File: config.mk
export PLATFORM = sky130hd
export DESIGN_NAME = swps_seq
export DESIGN_NICKNAME = d
export VERILOG_FILES = /design/src/hw/swps_pkg.sv /design/src/hw/swps_press.sv /design/src/hw/swps_seq.sv
export SDC_FILE = /design/constraint.sdc
export NUM_CORES = 1
export LEC_CHECK = 0
export BUFFER_PORTS_ARGS = -buffer_cell sky130_fd_sc_hd__buf_2
export CAP_MARGIN = 20
export CORE_MARGIN = 5
export CORE_UTILIZATION = 59
export CTS_CLUSTER_DIAMETER = 80
export CTS_CLUSTER_SIZE = 8
export DETAILED_ROUTE_END_ITERATION = 6
export PLACE_DENSITY = 0.79
export SLEW_MARGIN = 20
export SYNTH_ARGS = -nofsm -noshare
export SYNTH_HDL_FRONTEND = slang
export SYNTH_SLANG_ARGS = --single-unit
export TNS_END_PERCENT = 10
File: constraint.sdc
create_clock -name core_clk_in -period 2.78 [get_ports core_clk_in]
set_input_delay 0.139 -clock core_clk_in [delete_from_list [all_inputs] [get_ports core_clk_in]]
set_output_delay 0.139 -clock core_clk_in [all_outputs]
set_load 0.005 [all_outputs]
File: src/hw/swps_pkg.sv
/*
 Shared constants for the sleep/wake power sequencer: timing, pin bit
 positions, state and output encodings.
 Assumes a single 100 MHz always-on clock.
*/
package swps_pkg;
   // Clock and time base
   localparam int CLK_PERIOD_NS = 10;
   localparam int TICK_TIME_US = 1000;
   localparam int TICK_CYC = TICK_TIME_US * 1000 / CLK_PERIOD_NS;
   // Switch timing, counted in ticks
   localparam int HOLD_TIME_MS = 4000;
   localparam int HOLD_TICKS = HOLD_TIME_MS * 1000 / TICK_TIME_US;
   localparam int DEB_TIME_MS = 20;
   localparam int DEB_TICKS = DEB_TIME_MS * 1000 / TICK_TIME_US;
   // Reset and power-down phases, least times rounded up
   localparam int POR_TIME_US = 10;
   localparam int POR_CYC = (POR_TIME_US * 1000 + CLK_PERIOD_NS - 1) / CLK_PERIOD_NS;
   localparam int PD_TIME_US = 5;
   localparam int PD_CYC = (PD_TIME_US * 1000 + CLK_PERIOD_NS - 1) / CLK_PERIOD_NS;
   localparam int PH_W = 10;
   // Suspend to RAM is not offered as a target
   localparam logic SUSP_RAM_EN = 1'b0;
   // Positions in the synchronised pin vector
   localparam int PIN_N = 15;
   localparam int P_RTC = 0;
   localparam int P_LAN = 1;
   localparam int P_MODEM = 2;
   localparam int P_THERM = 3;
   localparam int P_IR = 4;
   localparam int P_VOICE = 5;
   localparam int P_USB = 6;
   localparam int P_KBD = 7;
   localparam int P_MOUSE = 8;
   localparam int P_HSBUS = 9;
   localparam int P_SLPREQ = 10;
   localparam int P_SLPT0 = 11;
   localparam int P_SOFTOFF = 13;
   localparam int P_PFAIL = 14;
   // Requested sleep type
   localparam logic [1:0] REQ_S1 = 2'h1;
   localparam logic [1:0] REQ_S2 = 2'h2;
   localparam logic [1:0] REQ_S34 = 2'h3;
   // Reported sleeping state
   localparam logic [2:0] SLP_S0 = 3'h0;
   localparam logic [2:0] SLP_S1 = 3'h1;
   localparam logic [2:0] SLP_S2 = 3'h2;
   localparam logic [2:0] SLP_S34 = 3'h3;
   localparam logic [2:0] SLP_S5 = 3'h5;
   // Reported global state
   localparam logic [1:0] GLB_G0 = 2'h0;
   localparam logic [1:0] GLB_G1 = 2'h1;
   localparam logic [1:0] GLB_G2 = 2'h2;
   // Boot context after power-up
   localparam logic [1:0] BOOT_COLD = 2'h0;
   localparam logic [1:0] BOOT_RAM = 2'h1;
   localparam logic [1:0] BOOT_DISK = 2'h2;

   typedef enum logic [2:0] {
      ST_OFF = 3'b000,
      ST_PWRUP = 3'b001,
      ST_WORK = 3'b011,
      ST_S1 = 3'b010,
      ST_S2 = 3'b110,
      ST_S34 = 3'b111,
      ST_PWRDN = 3'b101
   } swps_state_t;
endpackage : swps_pkg

File: src/hw/swps_press.sv
/*
 Power switch front end: two-flop synchroniser, millisecond tick divider,
 debouncer and held-time counter that classifies presses.
 Assumes an active-low switch pin and the always-on clock.
*/
`timescale 1ns/10ps
module swps_press import swps_pkg::*; #(
   parameter int TICK_CYC_P = TICK_CYC
) (
   // Clock and reset
   input wire logic core_clk_in,
   input wire logic rst_n_in,
   // Switch pin
   input wire logic sw_n_in,
   // Classified presses
   output logic press_short_out,
   output logic press_long_out,
   output logic pressed_out
);
   localparam int TW = $clog2(TICK_CYC_P + 1);

   logic sw_m_q, sw_s_q;
   logic [TW-1:0] tick_cnt_q;
   logic [7:0] deb_cnt_q;
   logic deb_lvl_q;
   logic [12:0] hold_q;
   logic short_q, long_q;

   wire tick = (tick_cnt_q == TW'(TICK_CYC_P - 1));
   wire raw_pr = !sw_s_q;
   wire differs = (raw_pr != deb_lvl_q);
   wire deb_flip = differs && tick && (deb_cnt_q == 8'(DEB_TICKS - 1));
   wire hold_hit = deb_lvl_q && tick && (hold_q == 13'(HOLD_TICKS - 1));

   always_ff @(posedge core_clk_in or negedge rst_n_in) begin
      if (!rst_n_in) begin
         sw_m_q <= 1'b1;
         sw_s_q <= 1'b1;
      end else begin
         sw_m_q <= sw_n_in; // RULE_14
         sw_s_q <= sw_m_q;
      end
   end

   always_ff @(posedge core_clk_in or negedge rst_n_in) begin
      if (!rst_n_in) begin
         tick_cnt_q <= '0;
      end else begin
         tick_cnt_q <= tick ? '0 : tick_cnt_q + 1'b1;
      end
   end

   // A bounce shorter than the debounce time restarts the count
   always_ff @(posedge core_clk_in or negedge rst_n_in) begin
      if (!rst_n_in) begin
         deb_cnt_q <= '0;
         deb_lvl_q <= 1'b0;
      end else if (!differs || deb_flip) begin
         deb_cnt_q <= '0; // RULE_14
         deb_lvl_q <= deb_flip ? raw_pr : deb_lvl_q;
      end else if (tick) begin
         deb_cnt_q <= deb_cnt_q + 1'b1;
      end
   end

   // Held time saturates so a very long hold gives one long press only
   always_ff @(posedge core_clk_in or negedge rst_n_in) begin
      if (!rst_n_in) begin
         hold_q <= '0;
         short_q <= 1'b0;
         long_q <= 1'b0;
      end else begin
         short_q <= deb_flip && deb_lvl_q && (hold_q < 13'(HOLD_TICKS)); // RULE_14
         long_q <= hold_hit;
         if (!deb_lvl_q) begin
            hold_q <= '0;
         end else if (tick && hold_q < 13'(HOLD_TICKS)) begin
            hold_q <= hold_q + 1'b1;
         end
      end
   end

   assign press_short_out = short_q;
   assign press_long_out = long_q;
   assign pressed_out = deb_lvl_q;
endmodule : swps_press

File: src/hw/swps_seq.sv
/*
 Sleep/wake power sequencer top: moves the board between working,
 sleeping and soft-off states from the power switch, wake pins and OS.
 Assumes all pins are asynchronous to core_clk_in and that the clock
 and the wake-up logic stay powered in every sleeping state.
*/
// Behaviour
// RULE_01 - Short switch press while off or sleeping brings system to working state.
// RULE_02 - Any switch press while working powers down to soft-off.
// RULE_03 - Switch, RTC alarm, LAN and modem wake from S1 through S5.
// RULE_04 - Thermal event wakes from S1, S2, S3/S4BIOS, ignored in S5.
// RULE_05 - IR, voice, USB, keyboard and mouse wake only from S1 or S2.
// RULE_06 - High-speed serial bus activity never wakes the system.
// RULE_07 - S1 holds the processor in stop-grant C1.
// RULE_08 - S2 holds the processor in clock-stopped C2.
// RULE_09 - Suspend to RAM is not offered as a target state.
// RULE_10 - S3 and S4BIOS entered together; resume from RAM, disk after power fail.
// RULE_11 - Leaving S5 always takes a cold boot with power-on reset.
// RULE_12 - S3/S4BIOS and S5 power only the wake-up logic.
// RULE_13 - OS soft-off request powers down to soft-off without the switch.
// RULE_14 - Switch is synchronised, debounced and its hold timed on the always-on clock.
`timescale 1ns/10ps
module swps_seq import swps_pkg::*; #(
   parameter int TICK_CYC_P = TICK_CYC
) (
   // Clock and reset
   input wire logic core_clk_in,
   input wire logic rst_n_in,
   // Front panel
   input wire logic pwr_sw_n_in,
   // Wake sources
   input wire logic rtc_alarm_in,
   input wire logic lan_wake_in,
   input wire logic modem_wake_in,
   input wire logic thermal_in,
   input wire logic ir_wake_in,
   input wire logic voice_wake_in,
   input wire logic usb_wake_in,
   input wire logic kbd_wake_in,
   input wire logic mouse_wake_in,
   input wire logic hs_bus_act_in,
   // Operating system requests and power fail
   input wire logic os_sleep_req_in,
   input wire logic [1:0] os_sleep_type_in,
   input wire logic os_soft_off_in,
   input wire logic pwr_fail_in,
   // Power and processor control
   output logic main_pwr_en_out,
   output logic wake_pwr_en_out,
   output logic por_n_out,
   output logic cpu_stop_grant_out,
   output logic cpu_clk_stop_out,
   // Status
   output logic [1:0] global_state_out,
   output logic [2:0] sleep_state_out,
   output logic [1:0] boot_mode_out,
   output logic wake_evt_out,
   output logic sleep_refused_out
);
   localparam int POR_BOUND = POR_CYC + 1;
   localparam int PD_BOUND = PD_CYC + 1;

   swps_state_t state_q, state_d;
   logic [PIN_N-1:0] pin_m_q, pin_s_q;
   logic req_d_q;
   logic [PH_W-1:0] ph_cnt_q;
   logic pf_q;
   logic [1:0] boot_q, boot_d;
   logic wake_q, refused_q;
   logic press_short, press_long;

   swps_press #(
      .TICK_CYC_P(TICK_CYC_P)
   ) u_press (
      .core_clk_in(core_clk_in),
      .rst_n_in(rst_n_in),
      .sw_n_in(pwr_sw_n_in),
      .press_short_out(press_short),
      .press_long_out(press_long),
      .pressed_out()
   );

   wire [PIN_N-1:0] pin_raw = {pwr_fail_in, os_soft_off_in, os_sleep_type_in, os_sleep_req_in,
      hs_bus_act_in, mouse_wake_in, kbd_wake_in, usb_wake_in, voice_wake_in, ir_wake_in,
      thermal_in, modem_wake_in, lan_wake_in, rtc_alarm_in};

   // Two flops for every pin before any logic looks at it
   always_ff @(posedge core_clk_in or negedge rst_n_in) begin
      if (!rst_n_in) begin
         pin_m_q <= '0;
         pin_s_q <= '0;
         req_d_q <= 1'b0;
      end else begin
         pin_m_q <= pin_raw;
         pin_s_q <= pin_m_q;
         req_d_q <= pin_s_q[P_SLPREQ];
      end
   end

   // Wake qualification per depth of sleep
   wire core_wake = pin_s_q[P_RTC] | pin_s_q[P_LAN] | pin_s_q[P_MODEM]; // RULE_03
   wire therm_wake = pin_s_q[P_THERM];
   wire light_wake = |pin_s_q[P_MOUSE:P_IR];
   wire hs_bus_act = pin_s_q[P_HSBUS]; // RULE_06
   wire wake_s5 = press_short | core_wake; // RULE_03
   wire wake_s34 = wake_s5 | therm_wake; // RULE_04
   wire wake_s12 = wake_s34 | light_wake; // RULE_05
   // The serial bus pin feeds none of the wake terms above
   wire os_off = pin_s_q[P_SOFTOFF];
   wire pfail = pin_s_q[P_PFAIL];
   wire req_rise = pin_s_q[P_SLPREQ] && !req_d_q;
   wire [1:0] req_type = pin_s_q[P_SLPT0 +: 2];
   wire sw_any = press_short | press_long;
   wire ph_done = (ph_cnt_q == PH_W'(POR_CYC - 1));
   wire pd_done = (ph_cnt_q == PH_W'(PD_CYC - 1));
   wire s34_ok = (req_type == REQ_S34) && SUSP_RAM_EN; // RULE_09
   wire refuse = (state_q == ST_WORK) && !sw_any && !os_off && req_rise
      && ((req_type == REQ_S34 && !SUSP_RAM_EN) || req_type == 2'h0);
   wire deep = (state_q == ST_OFF) || (state_q == ST_S34);

   always_comb begin
      state_d = state_q;
      boot_d = boot_q;
      case (state_q)
         ST_OFF: begin
            if (wake_s5) begin
               state_d = ST_PWRUP; // RULE_11
               boot_d = BOOT_COLD; // RULE_11
            end
         end
         ST_PWRUP: begin
            if (ph_done) begin
               state_d = ST_WORK;
            end
         end
         ST_WORK: begin
            if (sw_any || os_off) begin
               state_d = ST_PWRDN; // RULE_02 RULE_13
            end else if (req_rise && req_type == REQ_S1) begin
               state_d = ST_S1;
            end else if (req_rise && req_type == REQ_S2) begin
               state_d = ST_S2;
            end else if (req_rise && s34_ok) begin
               state_d = ST_S34; // RULE_10
            end
         end
         ST_S1, ST_S2: begin
            if (wake_s12) begin
               state_d = ST_WORK; // RULE_01 RULE_05
            end
         end
         ST_S34: begin
            if (wake_s34) begin
               state_d = ST_PWRUP; // RULE_01 RULE_04
               boot_d = pf_q ? BOOT_DISK : BOOT_RAM; // RULE_10
            end
         end
         ST_PWRDN: begin
            if (pd_done) begin
               state_d = ST_OFF;
            end
         end
         default: begin
            state_d = ST_OFF;
         end
      endcase
   end

   always_ff @(posedge core_clk_in or negedge rst_n_in) begin
      if (!rst_n_in) begin
         state_q <= ST_OFF;
         boot_q <= BOOT_COLD;
         ph_cnt_q <= '0;
      end else begin
         state_q <= state_d;
         boot_q <= boot_d;
         ph_cnt_q <= (state_d != state_q) ? '0 : ph_cnt_q + 1'b1;
      end
   end

   // Power loss seen while suspended forces the disk image; set beats clear
   always_ff @(posedge core_clk_in or negedge rst_n_in) begin
      if (!rst_n_in) begin
         pf_q <= 1'b0;
         wake_q <= 1'b0;
         refused_q <= 1'b0;
      end else begin
         if (state_q == ST_S34 && pfail) begin
            pf_q <= 1'b1; // RULE_10
         end else if (state_q == ST_WORK) begin
            pf_q <= 1'b0;
         end
         wake_q <= (state_q != ST_WORK && state_q != ST_PWRUP && state_q != ST_PWRDN)
            && (state_d == ST_WORK || state_d == ST_PWRUP);
         refused_q <= refuse; // RULE_09
      end
   end

   // Output decode
   assign main_pwr_en_out = !deep; // RULE_12
   assign wake_pwr_en_out = 1'b1; // RULE_12
   assign por_n_out = !deep && (state_q != ST_PWRUP); // RULE_11
   assign cpu_stop_grant_out = (state_q == ST_S1); // RULE_07
   assign cpu_clk_stop_out = (state_q == ST_S2); // RULE_08
   assign global_state_out = (state_q == ST_WORK || state_q == ST_PWRUP) ? GLB_G0 :
      (state_q == ST_OFF || state_q == ST_PWRDN) ? GLB_G2 : GLB_G1;
   assign sleep_state_out = (state_q == ST_S1) ? SLP_S1 : (state_q == ST_S2) ? SLP_S2 :
      (state_q == ST_S34) ? SLP_S34 : (state_q == ST_OFF) ? SLP_S5 : SLP_S0;
   assign boot_mode_out = boot_q;
   assign wake_evt_out = wake_q;
   assign sleep_refused_out = refused_q;
endmodule : swps_seq

==> run summary <==
• 32 — Ports
• 16.6% — area added between synthesis and finish
• 0 — count of maximum capacitance violations
• 389 — net count of the mapped netlist
• 0 — Pins Over Slew Limit
• 3 — total number of H-tree levels
• 0 — number of enable flip-flop cells after synthesis
• 457 — total of fill cells in the finished design
• 0 — number of buffers and inverters on the critical path
• 465 — dpl cells
• 91.7 um — Die Span Y
• register — nature of the critical path startpoint
• 0.08 ns — clock-pin slew reported for the worst setup and hold paths after clock tree synthesis
• 0 — final setup violation count
• 98 — starting DRC count in detailed routing
• simple AND/OR/NAND/NOR gates — kind of cell adding the most delay to the critical path
• 0.00642 mm2 — area of the placeable core
• 0.385 mV — IR Drop Worst-Case VDD
• 13000 um — global-route wire length before repair
• 0 — Antenna Diode Count
• 5.63 — detail-routed via count per cell
• 90 — post-synthesis sequential element count
• 0.65 ns — worst stage delay on the critical path
• 2.33 ns — minimum clock period after layout
• 0 — final hold viol count
• clkbuf_8 — clk root buf
• dfrtp_1 — cell with the most instances after synthesis
• 4790 um — Detailed Place HPWL
• 0.193 — GRT Total Usage
• 0.494 — relative slew slack
• 0.00696 ns — worst clock skew
• 365 — count of mapped cells out of synthesis
• 29 — total number of placement rows
• 29 — count of input and output buffers
• reg -> reg — Setup Crit Path Kind
• 1.00 — proportion of register bits with asynchronous set or reset after synthesis
• 2.60 ns — arrival time of the worst setup path
• 2753 — vias in the first global route
• 7350 um — WL final
• register — element type at the critical path end
• 0 — Post-CTS Setup Bufs
• 0.00394 mm2 — mapped cell area
• 0.613 — Initial Utilization
• 0.572 — sequential fraction of the synthesis area
• 497 — Finished Layout Cells
• 91 — largest net degree at the start of global routing
• done — clock tree from TritonCTS
• dfrtp_1 — cell taking the most area after synthesis
• 14.8 um — wire length per cell after detailed routing
• 10 — CP max FO
• 9 — total CTS buffers
• 4 — number of search-and-repair iterations in the first detailed-routing pass
• 0 ns — Total Negative Setup Slacks
• 10.8 um2 — Post-Synthesis Mean Instance Area
• 0.36 ns — clock insertion delay at the later pin of the skew report
• 2797 — vias after detailed routing
• 54 — number of distinct library cells after synthesis
• dfrtp_1 (88), nor2_1 (54), nand2_1 (26) — list of most frequent post-synthesis cells
• 90 — clock tree sinks
• false — unrepaired setup endpoints after global routing
• 0.157 — proportion of layout cells with a drive suffix above 1
• dfrtp_1 — most used flip-flop cell after synthesis
• 0.837 — final cycle utilization of the critical path
• or4_1, nor4_1, or3_1, nand4_1, nor2_1 — critical path cell sequence
• 3.06 ns — required time at the worst-slack endpoint
• dfrtp_1 (56%), nor2_1 (5.1%), xnor2_1 (4.9%) — leading post-synthesis cells by cell area
• 0.840 — final weighted congestion of routability-driven global placement
• reg -> reg — Hold Crit Class
• 0 — number of DRC violations after detailed routing
• finished clean — outcome
• 0 — number of instances resized during post-cts repair
• or4_1 — Critical Path Slowest Stage Cell
• 0 — antenna viol nets, final
• 0 — residual overflow from global routing
• 0 — initial antenna violation count
• 597 mW/mm2 — pwr dens
• 1.99 nW — leakage power of the design
• 439 — net count reported at finish
• 0.559 — share of the synthesized area in the top cell type
• 0 — number of warning messages in the yosys log
• 91.7 um — die extent in x
• 0.759 ns — actual slew at the worst max-slew pin
• 0.00841 mm2 — Die Area
• 2 — number of buffers on the longest clock path
• 430 MHz — Fmax
-- cells by family after synthesis --
group	Yosys count	synth area share
buffers and inverters	21	0.0232
flip-flops	90	0.572
XOR/XNOR	39	0.0867
AO/OA/AOI/OAI	36	0.0565
AND/OR/NAND/NOR	170	0.236
other	1	0.000952
adder cells (fa/ha/maj)	6	0.0191
multiplexers	2	0.00508
-- state kept, by name (all words and copies together) (netlist names) --
name	flops
ph_cnt_q	10
pf_q	1
wake_evt_out	1
boot_mode_out	2
u_press.press_long_out	1
sleep_refused_out	1
u_press.sw_m_q	1
u_press.sw_s_q	1
u_press.pressed_out	1
state_q	3
u_press.deb_cnt_q	8
u_press.press_short_out	1
u_press.tick_cnt_q	17
pin_m_q	14
pin_s_q	14
u_press.hold_q	13
req_d_q	1
-- report_power, final --
| part | leakage (nW) | internal [mW] | switching (mW) | total [mW] |
|---|---|---|---|---|
| combinational | 0.720 | 0.0970 | 0.103 | 0.200 |
| sequential | 1.15 | 1.38 | 0.0792 | 1.46 |
| clock | 0.119 | 0.623 | 0.456 | 1.08 |
| total | 1.99 | 2.10 | 0.639 | 2.74 |
-- through the flow --
stage	power [mW]	instance area, um2	setup WS, ns	hold slack, ns	util
final	2.74	4590	0.454	0.354	0.715
after global routing	2.88	4590	0.240	0.360	0.715
after global placement	1.66	4180	0.527	0.246	0.650
after detailed placement	1.67	4180	0.453	0.248	0.650
after floorplan	1.60	3940	0.592	-0.157	-
after CTS	2.76	4580	0.444	0.0125	0.713
-- layout by cell type (no fill, tap or decap), drive strengths merged, types with 2 or more instances in the layout --
cell and count:
dfrtp 88, nor2 54, buf 35, nand2 26, xnor2 22, nand3 20
xor2 17, dlygate4sd3 16, nand4 14, o21ai 12, nor4 12, a21oi 10
clkbuf 10, inv 9, nor3 6, ha 6, and2 6, or4 5
and3 4, nand4b 3, nand3b 3, bufinv 3, or4b 3, and4 3
nand2b 2, a22oi 2, or3 2, o21a 2, mux2i 2, clkinvlp 2
dfstp 2, nor3b 2
-- cell type report --
| type | instances | area [um2] | share of cell area |
|---|---|---|---|
| sequential | 90 | 2250 | 0.491 |
| clock buffer | 10 | 138 | 0.0300 |
| clock inverter | 6 | 114 | 0.0248 |
| multi-input combinational | 254 | 1600 | 0.348 |
| tap | 77 | 96.3 | 0.0210 |
| timing repair buffer | 51 | 357 | 0.0777 |
| inverter | 9 | 33.8 | 0.00736 |
-- timing repair --
item,4_1_cts,5_1_grt
hold endpoints to repair,15,88
endpoints found under the setup margin,0,0
hold buffers,15,1
-- final timing paths --
| path | endpoint | depth (start not counted) | slack [ns] | from |
|---|---|---|---|---|
| worst max register to register | ph_cnt_q[0] | 5 | 0.45 | pin_s_q[0] |
| max in group asynchronous | u_press.deb_cnt_q[0] | 2 | 1.87 | rst_n_in |
| worst min-delay path | pin_s_q[12] | 0 | 0.35 | pin_m_q[12] |
| worst min register to register | pin_s_q[12] | 0 | 0.35 | pin_m_q[12] |
| worst max-delay path | ph_cnt_q[0] | 5 | 0.45 | pin_s_q[0] |
| min in group asynchronous | boot_mode_out[1] | 2 | 0.39 | rst_n_in |
-- layer usage --
metal | vias to the layer above | routed length, um | global-route usage
li1 | 1368 | - | -
met3 | 14 | 339 | 0.0589
met4 | 0 | 153 | 0.0780
met5 | - | 0 | 0
met1 | 1345 | 3110 | 0.246
met2 | 70 | 3740 | 0.310
Power figures use the tool's default switching activity.
